[config.mk]
export PLATFORM = sky130hd
export DESIGN_NAME = smp_serial_port
export DESIGN_NICKNAME = d
export VERILOG_FILES = /design/src/smp_serial_port.v
export VERILOG_INCLUDE_DIRS = /design/src /design/src/src
export SDC_FILE = /design/constraint.sdc
export NUM_CORES = 1
export LEC_CHECK = 0
export BUFFER_PORTS_ARGS = -buffer_cell sky130_fd_sc_hd__buf_2
export CORE_AREA = 2 2 135 137
export DETAILED_ROUTE_END_ITERATION = 12
export DIE_AREA = 0 0 137 139
export GPL_TIMING_DRIVEN = 0
export PLACE_DENSITY = 0.54
export SLEW_MARGIN = 15
export SYNTH_ARGS = -nofsm -noshare
export SYNTH_HDL_FRONTEND = slang
export SYNTH_SLANG_ARGS = --single-unit
[constraint.sdc]
create_clock -name clk -period 3.1 [get_ports clk]
set_clock_uncertainty 0.15 [all_clocks]
set_input_delay 0.155 -clock clk [delete_from_list [all_inputs] [get_ports clk]]
set_output_delay 0.155 -clock clk [all_outputs]
set_load 0.005 [all_outputs]
[src/smp_defines.vh]
// Register map, field positions and reset values of the synchronous serial port
`ifndef SMP_DEFINES_VH
`define SMP_DEFINES_VH

// Register indices on the plain register port
`define SMP_ADDR_W        3
`define SMP_REG_TXSTAT    3'h0
`define SMP_REG_RXSTAT    3'h1
`define SMP_REG_BAUD      3'h2
`define SMP_REG_TXHOLD    3'h3
`define SMP_REG_RXDATA    3'h4
`define SMP_REG_IRQEN     3'h5
`define SMP_REG_IRQFLAG   3'h6

// transmit_status_control fields
`define SMP_TX_CLKSRC     7
`define SMP_TX_NINE       6
`define SMP_TX_EN         5
`define SMP_TX_SYNC       4
`define SMP_TX_HISPEED    2
`define SMP_TX_EMPTY      1
`define SMP_TX_NINTHBIT   0
`define SMP_TXSTAT_RST    8'h02

// receive_status_control fields
`define SMP_RX_PORTEN     7
`define SMP_RX_NINE       6
`define SMP_RX_SINGLE     5
`define SMP_RX_CONT       4
`define SMP_RX_ADDRDET    3
`define SMP_RX_FRAMING    2
`define SMP_RX_OVERRUN    1
`define SMP_RX_NINTHBIT   0
`define SMP_RXSTAT_RST    8'h00

// peripheral_irq_flags_1 fields
`define SMP_IF_RECEIVE    5
`define SMP_IF_TRANSMIT   4

`define SMP_BAUD_RST      8'h00
`define SMP_IRQEN_RST     8'h00
`define SMP_TXHOLD_RST    8'h00

// Shift clock phases per data bit and receive FIFO depth
`define SMP_PHASES        4
`define SMP_FIFO_DEPTH    2

`endif

[src/smp_serial_port.v]
// Synchronous serial port: master/slave shift engine, baud timer, receive FIFO, registers

`include "smp_defines.vh"

module smp_serial_port #(
	parameter DATA_W = 8
) (
	// Clock and reset
	input  wire              clk,
	input  wire              rst_n,
	// Register port
	input  wire [`SMP_ADDR_W-1:0] regAddr,
	input  wire [DATA_W-1:0] regWdata,
	input  wire              regWr,
	input  wire              regRd,
	output reg  [DATA_W-1:0] regRdata,
	// Clock pin
	input  wire              ckIn,
	output reg               ckOut,
	output reg               ckOe,
	// Data pin
	input  wire              dtIn,
	output reg               dtOut,
	output reg               dtOe
);

	localparam ST_IDLE = 3'b001;
	localparam ST_TX   = 3'b010;
	localparam ST_RX   = 3'b100;

	// Control registers
	reg  [7:0]        txStat_q;
	reg               portEn_q;
	reg               rxNine_q;
	reg               rxSingle_q;
	reg               rxCont_q;
	reg               addrDet_q;
	reg               overrun_q;
	reg  [7:0]        baud_q;
	reg  [7:0]        irqEn_q;
	reg  [7:0]        txHold_q;
	reg               txFull_q;
	// Engine
	reg  [2:0]        state_q;
	reg  [7:0]        baudCnt_q;
	reg  [1:0]        phase_q;
	reg  [3:0]        bitCnt_q;
	reg  [8:0]        txShift_q;
	reg  [8:0]        rxShift_q;
	reg               nineCur_q;
	// Receive FIFO
	reg  [8:0]        fifoMem [0:`SMP_FIFO_DEPTH-1];
	reg               rdPtr_q;
	reg               wrPtr_q;
	reg  [1:0]        count_q;
	// Pin synchronisers
	reg               ckMeta_q;
	reg               ckSync_q;
	reg               ckPrev_q;
	reg               dtMeta_q;
	reg               dtSync_q;

	wire syncMode  = txStat_q[`SMP_TX_SYNC];
	wire master    = syncMode & txStat_q[`SMP_TX_CLKSRC] & portEn_q;
	wire slave     = syncMode & ~txStat_q[`SMP_TX_CLKSRC] & portEn_q;
	wire active    = master | slave;
	wire rxMode    = rxSingle_q | rxCont_q;
	wire txMode    = ~rxMode & txStat_q[`SMP_TX_EN];
	// High-speed select only reads back, the engine ignores it: synchronous rate is fixed at four phases per bit
	wire tick      = (baudCnt_q == 8'h00);
	wire mLead     = master & tick & (phase_q == 2'd0);
	wire mTrail    = master & tick & (phase_q == 2'd2);
	// Engine may leave idle at any phase; a trailing tick before the first
	// leading edge of a character is not a bit, and counting it would drop
	// the last bit and cut the character one clock short
	wire mTrailLive = mTrail & ckOut;
	// Slave edges lag the pin by three clocks through the synchroniser, so the
	// external shift clock must stay well below a sixth of the system clock
	wire sLead     = slave & ckSync_q & ~ckPrev_q;
	wire sTrail    = slave & ~ckSync_q & ckPrev_q;
	wire lead      = mLead | sLead;
	wire trail     = mTrailLive | sTrail;
	wire lastBit   = (bitCnt_q == (nineCur_q ? 4'd8 : 4'd7));
	wire fifoFull  = (count_q == `SMP_FIFO_DEPTH);
	wire rdData    = regRd & (regAddr == `SMP_REG_RXDATA);
	wire pop       = rdData & (count_q != 2'd0);
	wire wrTxHold  = regWr & (regAddr == `SMP_REG_TXHOLD);
	wire wrRxStat  = regWr & (regAddr == `SMP_REG_RXSTAT);
	wire rxDone    = (state_q == ST_RX) & trail & lastBit;
	wire push      = rxDone & ~fifoFull;
	wire [8:0] topEntry = fifoMem[rdPtr_q];

	function [7:0] rd_mux;
		input [`SMP_ADDR_W-1:0] a;
		input [7:0] txs;
		input [7:0] rxs;
		input [7:0] bd;
		input [7:0] ie;
		input [7:0] top;
		input       rcvFlag;
		input       xmtFlag;
		begin
			case (a)
				`SMP_REG_TXSTAT:  rd_mux = txs;
				`SMP_REG_RXSTAT:  rd_mux = rxs;
				`SMP_REG_BAUD:    rd_mux = bd;
				`SMP_REG_RXDATA:  rd_mux = top;
				`SMP_REG_IRQEN:   rd_mux = ie;
				`SMP_REG_IRQFLAG: rd_mux = {2'b00, rcvFlag, xmtFlag, 4'h0};
				default:          rd_mux = 8'h00;
			endcase
		end
	endfunction

	// Pin synchronisers; first stage feeds only the second
	always @(posedge clk or negedge rst_n) begin
		if (!rst_n) begin
			ckMeta_q <= 1'b0;
			ckSync_q <= 1'b0;
			ckPrev_q <= 1'b0;
			dtMeta_q <= 1'b0;
			dtSync_q <= 1'b0;
		end else begin
			ckMeta_q <= ckIn;
			ckSync_q <= ckMeta_q;
			ckPrev_q <= ckSync_q;
			dtMeta_q <= dtIn;
			dtSync_q <= dtMeta_q;
		end
	end

	// Baud timer: reload on underflow, restart on baud write
	// Limitation: baud value 0 leaves two clocks from leading edge to sampling,
	// which the data pin synchroniser uses up entirely
	always @(posedge clk or negedge rst_n) begin
		if (!rst_n) begin
			baudCnt_q <= `SMP_BAUD_RST;
			phase_q   <= 2'd0;
		end else if (regWr && regAddr == `SMP_REG_BAUD) begin
			baudCnt_q <= regWdata[7:0];
			phase_q   <= 2'd0;
		end else if (tick) begin
			baudCnt_q <= baud_q;
			phase_q   <= phase_q + 2'd1;
		end else begin
			baudCnt_q <= baudCnt_q - 8'h01;
		end
	end

	// Registers and control bits
	always @(posedge clk or negedge rst_n) begin
		if (!rst_n) begin
			txStat_q   <= `SMP_TXSTAT_RST;
			portEn_q   <= 1'b0;
			rxNine_q   <= 1'b0;
			rxSingle_q <= 1'b0;
			rxCont_q   <= 1'b0;
			addrDet_q  <= 1'b0;
			overrun_q  <= 1'b0;
			baud_q     <= `SMP_BAUD_RST;
			irqEn_q    <= `SMP_IRQEN_RST;
			txHold_q   <= `SMP_TXHOLD_RST;
			txFull_q   <= 1'b0;
			regRdata   <= 8'h00;
		end else begin
			regRdata <= regRd ? rd_mux(regAddr,
				{txStat_q[7:2], ~(state_q == ST_TX), txStat_q[0]},
				{portEn_q, rxNine_q, rxSingle_q, rxCont_q, addrDet_q, 1'b0,
				 overrun_q, topEntry[8]},
				baud_q, irqEn_q, topEntry[7:0],
				(count_q != 2'd0), ~txFull_q) : 8'h00;
			if (regWr) begin
				case (regAddr)
					`SMP_REG_TXSTAT: txStat_q <= {regWdata[7:4], 1'b0, regWdata[2], 1'b1,
						regWdata[0]};
					`SMP_REG_BAUD:   baud_q <= regWdata[7:0];
					`SMP_REG_IRQEN:  irqEn_q <= regWdata[7:0];
					`SMP_REG_RXSTAT: begin
						portEn_q   <= regWdata[`SMP_RX_PORTEN];
						rxNine_q   <= regWdata[`SMP_RX_NINE];
						rxSingle_q <= regWdata[`SMP_RX_SINGLE];
						rxCont_q   <= regWdata[`SMP_RX_CONT];
						addrDet_q  <= regWdata[`SMP_RX_ADDRDET];
					end
					default: ;
				endcase
			end
			// Hardware clear of single receive beats a same-cycle software write
			if (rxDone && rxSingle_q)
				rxSingle_q <= 1'b0;
			// Holding register: filled by software, emptied by the shifter load
			if (wrTxHold) begin
				txHold_q <= regWdata[7:0];
				txFull_q <= 1'b1;
			end else if (state_q == ST_IDLE && active && txMode && txFull_q) begin
				txFull_q <= 1'b0;
			end
			// Overrun: set wins over every clear
			if (rxDone && fifoFull)
				overrun_q <= 1'b1;
			else if (rdData && !rxCont_q)
				overrun_q <= 1'b0;
			else if (wrRxStat && (!regWdata[`SMP_RX_CONT] || !regWdata[`SMP_RX_PORTEN]))
				overrun_q <= 1'b0;
			// Port disable holds the port in reset
			if (!portEn_q) begin
				overrun_q  <= 1'b0;
				txFull_q   <= wrTxHold;
				rxSingle_q <= wrRxStat & regWdata[`SMP_RX_SINGLE];
			end
		end
	end

	// Shift engine
	always @(posedge clk or negedge rst_n) begin
		if (!rst_n) begin
			state_q   <= ST_IDLE;
			bitCnt_q  <= 4'd0;
			txShift_q <= 9'h000;
			rxShift_q <= 9'h000;
			nineCur_q <= 1'b0;
			ckOut     <= 1'b0;
			ckOe      <= 1'b0;
			dtOut     <= 1'b0;
			dtOe      <= 1'b0;
		end else begin
			ckOe <= master;
			dtOe <= active & txMode;
			if (!active) begin
				state_q <= ST_IDLE;
				ckOut   <= 1'b0;
			end else begin
				case (state_q)
					ST_IDLE: begin
						bitCnt_q <= 4'd0;
						ckOut    <= 1'b0;
						if (txMode && txFull_q) begin
							txShift_q <= {txStat_q[`SMP_TX_NINTHBIT], txHold_q};
							nineCur_q <= txStat_q[`SMP_TX_NINE];
							state_q   <= ST_TX;
						end else if (rxMode && !overrun_q) begin
							nineCur_q <= rxNine_q;
							rxShift_q <= 9'h000;
							state_q   <= ST_RX;
						end
					end
					ST_TX: begin
						if (lead) begin
							dtOut     <= txShift_q[0];
							txShift_q <= {1'b0, txShift_q[8:1]};
						end
						if (mLead)
							ckOut <= 1'b1;
						if (mTrail)
							ckOut <= 1'b0;
						if (trail) begin
							bitCnt_q <= bitCnt_q + 4'd1;
							if (lastBit)
								state_q <= ST_IDLE;
						end
					end
					ST_RX: begin
						if (!rxMode) begin
							state_q <= ST_IDLE;
							ckOut   <= 1'b0;
						end else begin
							if (mLead)
								ckOut <= 1'b1;
							if (mTrail)
								ckOut <= 1'b0;
							if (trail) begin
								rxShift_q[bitCnt_q] <= dtSync_q;
								bitCnt_q <= bitCnt_q + 4'd1;
								if (lastBit)
									state_q <= ST_IDLE;
							end
						end
					end
					default: state_q <= ST_IDLE;
				endcase
			end
		end
	end

	// Receive FIFO; a full character lands with the bit sampled this edge
	// On overrun both entries are kept and the third character is dropped
	always @(posedge clk or negedge rst_n) begin
		if (!rst_n) begin
			rdPtr_q    <= 1'b0;
			wrPtr_q    <= 1'b0;
			count_q    <= 2'd0;
			fifoMem[0] <= 9'h000;
			fifoMem[1] <= 9'h000;
		end else if (!portEn_q) begin
			rdPtr_q <= 1'b0;
			wrPtr_q <= 1'b0;
			count_q <= 2'd0;
		end else begin
			if (push) begin
				fifoMem[wrPtr_q] <= nineCur_q ? {dtSync_q, rxShift_q[7:0]} :
					{1'b0, dtSync_q, rxShift_q[6:0]};
				wrPtr_q <= ~wrPtr_q;
			end
			if (pop)
				rdPtr_q <= ~rdPtr_q;
			case ({push, pop})
				2'b10:   count_q <= count_q + 2'd1;
				2'b01:   count_q <= count_q - 2'd1;
				default: count_q <= count_q;
			endcase
		end
	end

endmodule // smp_serial_port

==> flow_metrics.tcl, run 1 <==
set metrics [dict create \
    reg2reg_from "baudCnt_q[0]" \
    hold_path_class "primary input to async pin" \
    finalMaxSlewViolations 0 \
    place.gp.congestion 0.829 \
    crit_path_end_kind "register" \
    cts.repair.resized 0 \
    grt_usage_pct 14.8 \
    die_area_sq_mm 0.0190 \
    worstSetupEndpoint "fifoMem[4]" \
    place_worst_setup_slack_ns 0.537 \
    cts.path.max_buffers 2 \
    dp_hpwl_microns 9780 \
    hold_viol_final 0 \
    final_area_sq_mm 0.00637 \
    tns_ns 0 \
    ff2ff_path_depth 8 \
    final_nets 594 \
    reg2reg_slack_ns 0.54 \
    syn_avg_cell_area_sq_um 10.6 \
    use_met3_pct 2.78 \
    htreeDepth 3 \
    rsz0062_at_grt "no" \
    reg2reg_to "fifoMem[4]" \
    clkTransAtPathRegs_ns 0.07 \
    grt_pass1_wl_microns 22000 \
    tightest_slew_ns 1.07 \
    maxCapViolations 0 \
    fin_crit_ns 2.56 \
    start_util_pct 31.3 \
    grt_max_degree 85 \
    drt-pass1-iter-count 5 \
    wl_per_cell_microns 16.7 \
    relSlewSlack_pct 27.8 \
    setup_viol 0 \
    grtUsageMet2_pct 21.9 \
    drive_above_1_share_pct 22.6 \
    worstPathMaxFanout 9 \
    ys_ff_latch 111 \
    power.density_mw_per_mm2 577 \
    die_x_microns 137 \
    synthDistinctLibCells 65 \
    diodes 0 \
    final_cell_mix "110 x dfrtp_1, 97 x nand2_1, 50 x mux2_2, 35 x o21ai_0, 32 x buf_2" \
    p_leak_nw 2.90 \
    max-vdd-ir-drop_mv 0.321 \
    numCtsBuffers 9 \
    layout_setup_ws_ns 0.542 \
    port_buffers 27 \
    drt_first_iter_violations 391 \
    core_sq_mm 0.0177 \
    synth-edff-count 0 \
    seq_area_frac_synth_pct 50.3 \
    drc_errors 0 \
    required_ns 3.19 \
    fin_util_pct 36.1 \
    yosys_warnings 0 \
    routed_wl_microns 13400 \
    vias 4072 \
    vias_per_cell 5.06 \
    io_pins 29 \
    grt_busiest_layer "met2" \
    synth_area_sq_mm 0.00552 \
    startpoint "baudCnt_q[0]" \
    max_freq_mhz 391 \
    worstPathArrival_ns 2.65 \
    syn_inst 519 \
    async_flop_share_pct 100 \
    antenna_left 0 \
    root_buffer "clkbuf_16" \
    status "finished, final reports clean" \
    synth_flop_cell "dfrtp_1" \
    layout_commonest_cell "dfrtp_1" \
    clkSinkCount 111 \
    grt_pass1_vias 4019 \
    worstSkewPairLatency_ns 0.36 \
    syn_to_final_growth_pct 15.4 \
    placed_cell_area_sq_mm 0.00598 \
    syn_nets 543 \
    grtUsageMet1_pct 21.5 \
    die_y_microns 139 \
    timing.final.crit_share_pct 82.5 \
    cp-start-kind "register" \
    antenna_found_initial 0 \
    crit_type "register to register" \
    grt_overflow 0 \
    num_rows 49 \
    cts_tree "built" \
]
## kinds of logic (layout without fill, tap and decap cells)
family / after synthesis / in the layout / share of synthesized area [%]
XOR/XNOR: 4 / 4 / 0.635
AO/OA/AOI/OAI: 109 / 109 / 13.1
multiplexers: 69 / 69 / 14.7
buffers and inverters: 26 / 82 / 2.11
AND/OR/NAND/NOR: 193 / 193 / 17.5
flip-flops: 111 / 111 / 50.3
adder cells (fa/ha/maj): 7 / 7 / 1.59
## power by group
group / leakage, nW / switching (W) / internal [W]
Combinational: 1.31 / 0.000371 / 0.000326
Clock: 0.137 / 0.000567 / 0.000553
Sequential: 1.45 / 0.000203 / 0.00165
## registers in the layout, indices dropped and copies added, names as in the netlist, 2 cells and up
name / count
state_q: 3
txShift_q: 9
regRdata: 8
txHold_q: 8
phase_q: 2
count_q: 2
bitCnt_q: 4
baudCnt_q: 8
irqEn_q: 8
fifoMem: 18
rxShift_q: 8
txStat_q: 6
baud_q: 8
## synthesized netlist by cell type, types with 3 or more instances
library cell  number  area share (%)
a211oi_1           3            0.41
a21boi_0           5            0.68
a21oi_1           28             2.5
a22oi_1            3            0.41
and2_1             5            0.57
and3_1             4            0.45
buf_2              6            0.54
clkbuf_1          10            0.68
dfrtp_1          110              50
ha_1               7             1.6
inv_1              9            0.61
mux2_2            50              10
mux2_4             7             1.9
mux2i_1           10             1.8
nand2_1           97             6.6
nand2b_1           8            0.91
nand3_1           11             1.0
nor2_1            29             2.0
nor2b_1            7            0.79
nor3_1             4            0.36
o211ai_1           7            0.95
o21ai_0           35             3.2
o22ai_1            3            0.34
o31a_1             3            0.48
or3b_2             3            0.48
xor2_1             3            0.48
## per-layer routing
layer / share of wire (%) / vias up
met1: 50 / 2023
met2: 45 / 83
met4: 1.9 / 0
met5: 0 / -
li1: - / 1951
met3: 3.7 / 15
## stage by stage
| stage | hold WS [ns] | total power, W | cells |
|---|---|---|---|
| after floorplan | -0.291 | 0.00232 | 519 |
| after global placement | 0.115 | 0.00254 | 775 |
| after detailed placement | -0.101 | 0.00257 | 776 |
| after CTS | 0.0797 | 0.00371 | 804 |
| after global routing | 0.105 | 0.00389 | 804 |
| final | 0.0792 | 0.00367 | 804 |
## worst min path at each step
stage	to	cells past startpoint
2_1_floorplan	addrDet_q	0
3_3_place_gp	dtMeta_q	1
3_5_place_dp	fifoMem[11]	1
4_1_cts	fifoMem[13]	2
5_1_grt	ckPrev_q	2
6_report	rxShift_q[0]	2
## cell type report
| type | instances | area (sq um) |
|---|---|---|
| fill | 1785 | 11300 |
| sequential | 111 | 2780 |
| multi-input combinational | 382 | 2630 |
| timing repair buffer | 40 | 289 |
| tap | 229 | 287 |
| clock buffer | 10 | 229 |
| buffer | 17 | 82.6 |
| clock inverter | 6 | 45.0 |
| inverter | 9 | 33.8 |
## critical path, cell delays in order (launching register included)
cell     delay [ns]
dfrtp_1        0.41
inv_1          0.07
ha_1           0.18
nor3b_2        0.44
and4_4         0.34
o211a_4        0.18
and3_4         0.19
buf_8          0.15
mux2_4         0.31
## timing repair
action | in CTS | in global routing
hold buffers | 12 | 0
endpoints found under the hold margin | 157 | 0
setup buffers | 0 | 0
endpoints found under the setup margin | 0 | 0
(Power assumes the default switching activity.)
==> run 2: changes to the inputs <==
- ABC_AREA: default -> 1
- CORE_AREA: 2 2 135 137 -> 2 2 132 134
- DIE_AREA: 0 0 137 139 -> 0 0 134 136
- clock period: 3.1 -> 2.5 ns (I/O delays scaled with it)
==> run 2 against run 1 <==
Non-clock buffer count down 2. Register-to-register slack lost 0.34 ns. Sequential power is 18% higher.
==> flow_metrics.tcl, run 2 <==
set metrics [dict create \
    required_ns 2.63 \
    drive_above_1_share_pct 11.8 \
    final_area_sq_mm 0.00616 \
    final_cell_mix "132 x nand2_1, 110 x dfrtp_1, 76 x inv_1, 74 x o21ai_0, 54 x nor2_1" \
    io_pins 29 \
    synth-edff-count 0 \
    worstSkewPairLatency_ns 0.35 \
    layout_commonest_cell "nand2_1" \
    synthAdderAreaFrac_pct 1.66 \
    start_util_pct 31.2 \
    drt-pass1-iter-count 5 \
    synth_top_area_cell "dfrtp_1" \
    syn_inst 606 \
    wl_per_cell_microns 15.2 \
    grt_pass1_wl_microns 22400 \
    max_freq_mhz 434 \
    synth_top_cells_by_area "dfrtp_1 52%, nand2_1 9.5%, o21ai_0 7.0%" \
    synth_compound_area_share_pct 18.0 \
    yosysMostFrequentCell "nand2_1" \
    drt_first_iter_violations 438 \
    grt_usage_pct 15.9 \
    place.gp.congestion 0.941 \
    routed_wl_microns 13500 \
    status "finished, final reports clean" \
    p_leak_nw 2.84 \
    crit_type "register to register" \
    clock_power_share_pct 32.9 \
    die_area_sq_mm 0.0182 \
    crit_path_end_kind "register" \
    p_seq_share_pct 49.7 \
    dp_hpwl_microns 9870 \
    grt_max_degree 81 \
    synth_flop_cell "dfrtp_1" \
    hold_end "rxSingle_q" \
    p_sw_share_pct 29.4 \
    switching_power_w 0.00130 \
    htreeDepth 3 \
    drc_errors 0 \
    syn_avg_cell_area_sq_um 8.68 \
    largest_reg_flops 18 \
    yosys.area.top_type_share_pct 52.3 \
    cts.path.max_buffers 2 \
    reg2reg_from "baudCnt_q[0]" \
    hold_start "regAddr[1]" \
    finalMaxSlewViolations 0 \
    p_int_w 0.00312 \
    antenna_found_initial 0 \
    syn_to_final_growth_pct 17.1 \
    grt_pass1_vias 4241 \
    grt_overflow 0 \
    combPwrFrac_pct 17.4 \
    synthDistinctLibCells 51 \
    whs_ns 0.0514 \
    power.density_mw_per_mm2 717 \
    hold_path_class "primary input to register" \
    worstPathMaxFanout 10 \
    ys_ff_latch 111 \
    hold_viol_final 0 \
    worstPathArrival_ns 2.43 \
    final_nets 683 \
    antenna_left 0 \
    syn_nets 630 \
    clkTransAtPathRegs_ns 0.07 \
    fin_crit_ns 2.30 \
    largest_registers "fifoMem (18), txShift_q (9)" \
    tightest_slew_ns 0.690 \
    maxCapViolations 0 \
    cts_tree "built" \
    synth_area_sq_mm 0.00526 \
    rsz0062_at_grt "no" \
    num_rows 48 \
    reg2reg_slack_ns 0.20 \
    setup_viol 0 \
    synth_mux_area_share_pct 0.190 \
    min_path_cells 4 \
    cp-start-kind "register" \
    die_x_microns 134 \
    max-vdd-ir-drop_mv 0.291 \
    relSlewSlack_pct 53.5 \
    diodes 0 \
    clkSinkCount 111 \
    core_sq_mm 0.0169 \
    vias 4255 \
    ff2ff_path_depth 11 \
    synthTopCellsByCount "133 x nand2_1, 110 x dfrtp_1, 76 x inv_1, 74 x o21ai_0, 54 x nor2_1" \
    timing.final.crit_share_pct 92.1 \
    top_register "fifoMem" \
    async_flop_share_pct 100 \
    placed_cell_area_sq_mm 0.00572 \
    yosys_warnings 0 \
    yosys.area_share.simple_pct 19.5 \
    numCtsBuffers 9 \
    synth_top_family_by_area "simple AND/OR/NAND/NOR gates" \
    vias_per_cell 4.79 \
    synthXorXnorAreaFrac_pct 0.666 \
    root_buffer "clkbuf_16" \
    reg2reg_to "fifoMem[15]" \
    die_y_microns 136 \
    seq_area_frac_synth_pct 52.8 \
    port_buffers 28 \
]
[run 2: worst max path at each step]
| stage | slack (ns) | cells after the start | to | startpoint |
|---|---|---|---|---|
| final | 0.20 | 11 | fifoMem[15] | baudCnt_q[0] |
| after global routing | 0.01 | 10 | fifoMem[8] | baudCnt_q[0] |
| after CTS | 0.02 | 11 | txShift_q[7] | baudCnt_q[0] |
| after detailed placement | 0.04 | 8 | txShift_q[7] | state_q[0] |
| after global placement | -0.19 | 1 | baudCnt_q[0] | rst_n |
| after floorplan | 0.49 | 11 | fifoMem[16] | baudCnt_q[0] |
[run 2: critical path, cell delays in order, from the launching register on]
cell     delay (ns)
dfrtp_1        0.36
inv_1          0.10
ha_1           0.22
nand2_2        0.13
nor2_8         0.21
nand4_4        0.15
nand2_2        0.15
nand4_2        0.11
or2_1          0.24
buf_6          0.15
buf_8          0.15
o21ai_2        0.11
[run 2: stage by stage]
| step | utilization, % | setup TNS (ns) | instances | power (W) | worst slack (ns) |
|---|---|---|---|---|---|
| 3_3_place_gp | 33.7 | -19.99 | 859 | 0.00295 | -0.190 |
| 3_5_place_dp | 33.9 | 0 | 860 | 0.00298 | 0.0429 |
| 4_1_cts | 36.4 | 0 | 887 | 0.00446 | 0.0250 |
| 2_1_floorplan | - | 0 | 606 | 0.00272 | 0.489 |
| 5_1_grt | 36.5 | 0 | 888 | 0.00466 | 0.0101 |
| 6_report | 36.5 | 0 | 888 | 0.00441 | 0.198 |
[run 2: what timing repair did]
item,4_1_cts,5_1_grt
endpoints found under the hold margin,126,0
setup buffers,0,1
resized for setup,0,3
endpoints found under the setup margin,0,18
hold buffers,12,0
[run 2: metal layers]
metal	share of wire, %	up-vias	wire, microns	GRT usage (%)
met5	0	-	0	0
met4	1.4	0	193	5.26
met3	3.8	14	507	3.02
met2	47	79	6350	25.0
li1	-	2127	-	-
met1	48	2035	6410	22.1
[run 2: area by class of cell]
cell class	count	area, sq um
fillers	1713	10700
flip-flops and latches	111	2780
multi-input cells	401	2120
inverters	81	304
repair buffers	42	302
well taps	225	282
clock buffers	10	239
plain buffers	13	73.8
clock inverters	5	58.8
[run 2: power by group through the flow]
stage	clock network, W	registers, W	logic (W)
global route	0.00155	0.00222	0.000884
CTS	0.00150	0.00219	0.000776
finish	0.00145	0.00219	0.000768
global placement	0	0.00222	0.000728
detailed placement	0	0.00223	0.000757
floorplan	0	0.00218	0.000541
[run 2: logic make-up after synthesis]
family / after synthesis
muxes: 1
buffers and inverters: 94
adders and majority gates: 7
xor gates and xnor gates: 4
and+or+nand+nor: 234
AOI/OAI and AO/OA: 155
DFF: 111
==> run 3: changes to the inputs <==
- GPL_TIMING_DRIVEN: 0 -> default
==> run 3 against run 2 <==
Clock power rose by 5%. First-iteration DRC count fell by 11%. Die area did not move. Via count rose by 1.5%. Non-clock buffer count fell by 5. Setup slack got worse by 0.030 ns. Critical path type unchanged.
==> flow_metrics.tcl, run 3 (synthesis gave the netlist of run 2 again) <==
set metrics [dict create \
    fin_crit_ns 2.33 \
    die_y_microns 136 \
    dp_hpwl_microns 9730 \
    top_register "fifoMem" \
    diodes 0 \
    relSlewSlack_pct 54.6 \
    num_rows 48 \
    hold_start "regWdata[7]" \
    core_sq_mm 0.0169 \
    tightest_slew_ns 0.674 \
    rsz0062_at_grt "no" \
    crit_family "simple AND/OR/NAND/NOR gates" \
    cts_tree "built" \
    clkTransAtPathRegs_ns 0.08 \
    hold_path_class "primary input to register" \
    wl_per_cell_microns 15.1 \
    maxCapViolations 0 \
    syn_to_final_growth_pct 16.8 \
    antenna_found_initial 0 \
    regArea_sq_mm 0.00278 \
    layout_setup_ws_ns 0.168 \
    ff2ff_path_depth 10 \
    drt-pass1-iter-count 5 \
    largest_registers "fifoMem (18), txShift_q (9)" \
    antenna_left 0 \
    cts.path.max_buffers 2 \
    max_freq_mhz 429 \
    clkSinkCount 111 \
    cp_common_cell "nand2_2" \
    drc_errors 0 \
    cp-start-kind "register" \
    status "finished, final reports clean" \
    fin_util_pct 36.4 \
    drive_above_1_share_pct 12.7 \
    routed_wl_microns 13300 \
    vias_per_cell 4.89 \
    htreeDepth 3 \
    worstSetupEndpoint "fifoMem[16]" \
    io_pins 29 \
    root_buffer "clkbuf_16" \
    final_nets 678 \
    required_ns 2.59 \
    reg2reg_from "baudCnt_q[0]" \
    power.total_w 0.00450 \
    cp_num_buf_inv 1 \
    tns_ns 0 \
    slowest_delay_ns 0.48 \
    worstSkewPairLatency_ns 0.36 \
    reg2reg_slack_ns 0.17 \
    p_leak_nw 2.85 \
    worstPathMaxFanout 19 \
    worstPathArrival_ns 2.42 \
    nFillCells 1723 \
    path_cells "inv_1, ha_1, nand2_2, nor2_8, nand4_4, nand2_2, nand4_2, or2_2, nand2_1, o21ai_2" \
    finalMaxSlewViolations 0 \
    die_area_sq_mm 0.0182 \
    crit_path_end_kind "register" \
    vias 4320 \
    layout_commonest_cell "nand2_1" \
    hold_viol_final 0 \
    grt_max_degree 55 \
    cts_setup_buffers 0 \
    numCtsBuffers 9 \
    max-vdd-ir-drop_mv 0.326 \
    dp_cells 857 \
    crit_cells 10 \
    grt_pass1_wl_microns 22100 \
    timing.final.crit_share_pct 93.3 \
    startpoint "baudCnt_q[0]" \
    setup_viol 0 \
    final_cell_mix "132 x nand2_1, 110 x dfrtp_1, 76 x inv_1, 74 x o21ai_0, 54 x nor2_1" \
    crit_type "register to register" \
    place_worst_setup_slack_ns 0.0712 \
    grt_usage_pct 15.5 \
    port_buffers 28 \
    drt_first_iter_violations 389 \
    grt_overflow 0 \
    instances_no_fill 884 \
    multi_input_area_sq_mm 0.00212 \
    start_util_pct 31.2 \
    place.gp.congestion 0.908 \
    power.density_mw_per_mm2 732 \
    cp_slowest_cell "or2_2" \
    largest_reg_flops 18 \
    grt_pass1_vias 4203 \
    reg2reg_to "fifoMem[16]" \
    die_x_microns 134 \
]
-- run 3: changes by cell type in the layout (fill, tap and decap cells not counted), sizes merged --
| cell | before | now |
|---|---|---|
| clkbuf | 19 | 9 |
| buf | 34 | 39 |
| inv | 77 | 79 |
| clkinvlp | 2 | 1 |
| dlygate4sd3 | 12 | 11 |
| clkinv | 6 | 7 |
-- run 3: through the flow --
step                hold slack [ns]  cell area [sq um]
finish                       0.0125               6140
global route                 0.0444               6140
CTS                         0.00239               6130
detailed placement          -0.0422               5710
global placement            -0.0473               5710
floorplan                    -0.321               5260
-- run 3: power breakdown --
group	internal, W	switching (W)	total [W]
logic	0.000297	0.000477	0.000774
registers	0.00202	0.000174	0.00220
clock network	0.000801	0.000723	0.00152
-- run 3: what timing repair did --
item,in CTS,in global routing
gates resized for setup,0,3
hold buffers,11,0
hold endpoints to repair,105,0
endpoints found under the setup margin,0,24
-- run 3: worst min path at each step --
stage | endpoint | slack [ns] | cells after the start
after floorplan | addrDet_q | -0.32 | 0
after global placement | fifoMem[2] | -0.05 | 1
after detailed placement | fifoMem[2] | -0.04 | 1
after CTS | overrun_q | 0.002 | 3
after global routing | rxSingle_q | 0.04 | 4
final | overrun_q | 0.01 | 3
-- run 3: layer usage --
| layer | GRT usage (%) | wire length [microns] | part of all wire [%] | vias up |
|---|---|---|---|---|
| met3 | 2.24 | 564 | 4.2 | 25 |
| li1 | - | - | - | 2116 |
| met2 | 23.6 | 5930 | 45 | 113 |
| met4 | 7.74 | 388 | 2.9 | 0 |
| met1 | 21.7 | 6440 | 48 | 2066 |
| met5 | 0 | 0 | 0 | - |
-- run 3: layout make-up --
| class | count | area share (%) |
|---|---|---|
| flip-flops and latches | 111 | 45.2 |
| multi-input cells | 401 | 34.4 |
| repair buffers | 50 | 5.66 |
| inverters | 81 | 4.95 |
| well taps | 225 | 4.58 |
| clock buffers | 9 | 3.67 |
| clock inverters | 7 | 1.49 |
-- run 3: worst register-to-register path: cells and delay by family (launching register included) --
| kind | cells | cell delay, ns |
|---|---|---|
| adders and majority gates | 1 | 0.21 |
| buffers and inverters | 1 | 0.09 |
| DFF | 1 | 0.37 |
| AOI/OAI and AO/OA | 1 | 0.06 |
| and+or+nand+nor | 7 | 1.34 |
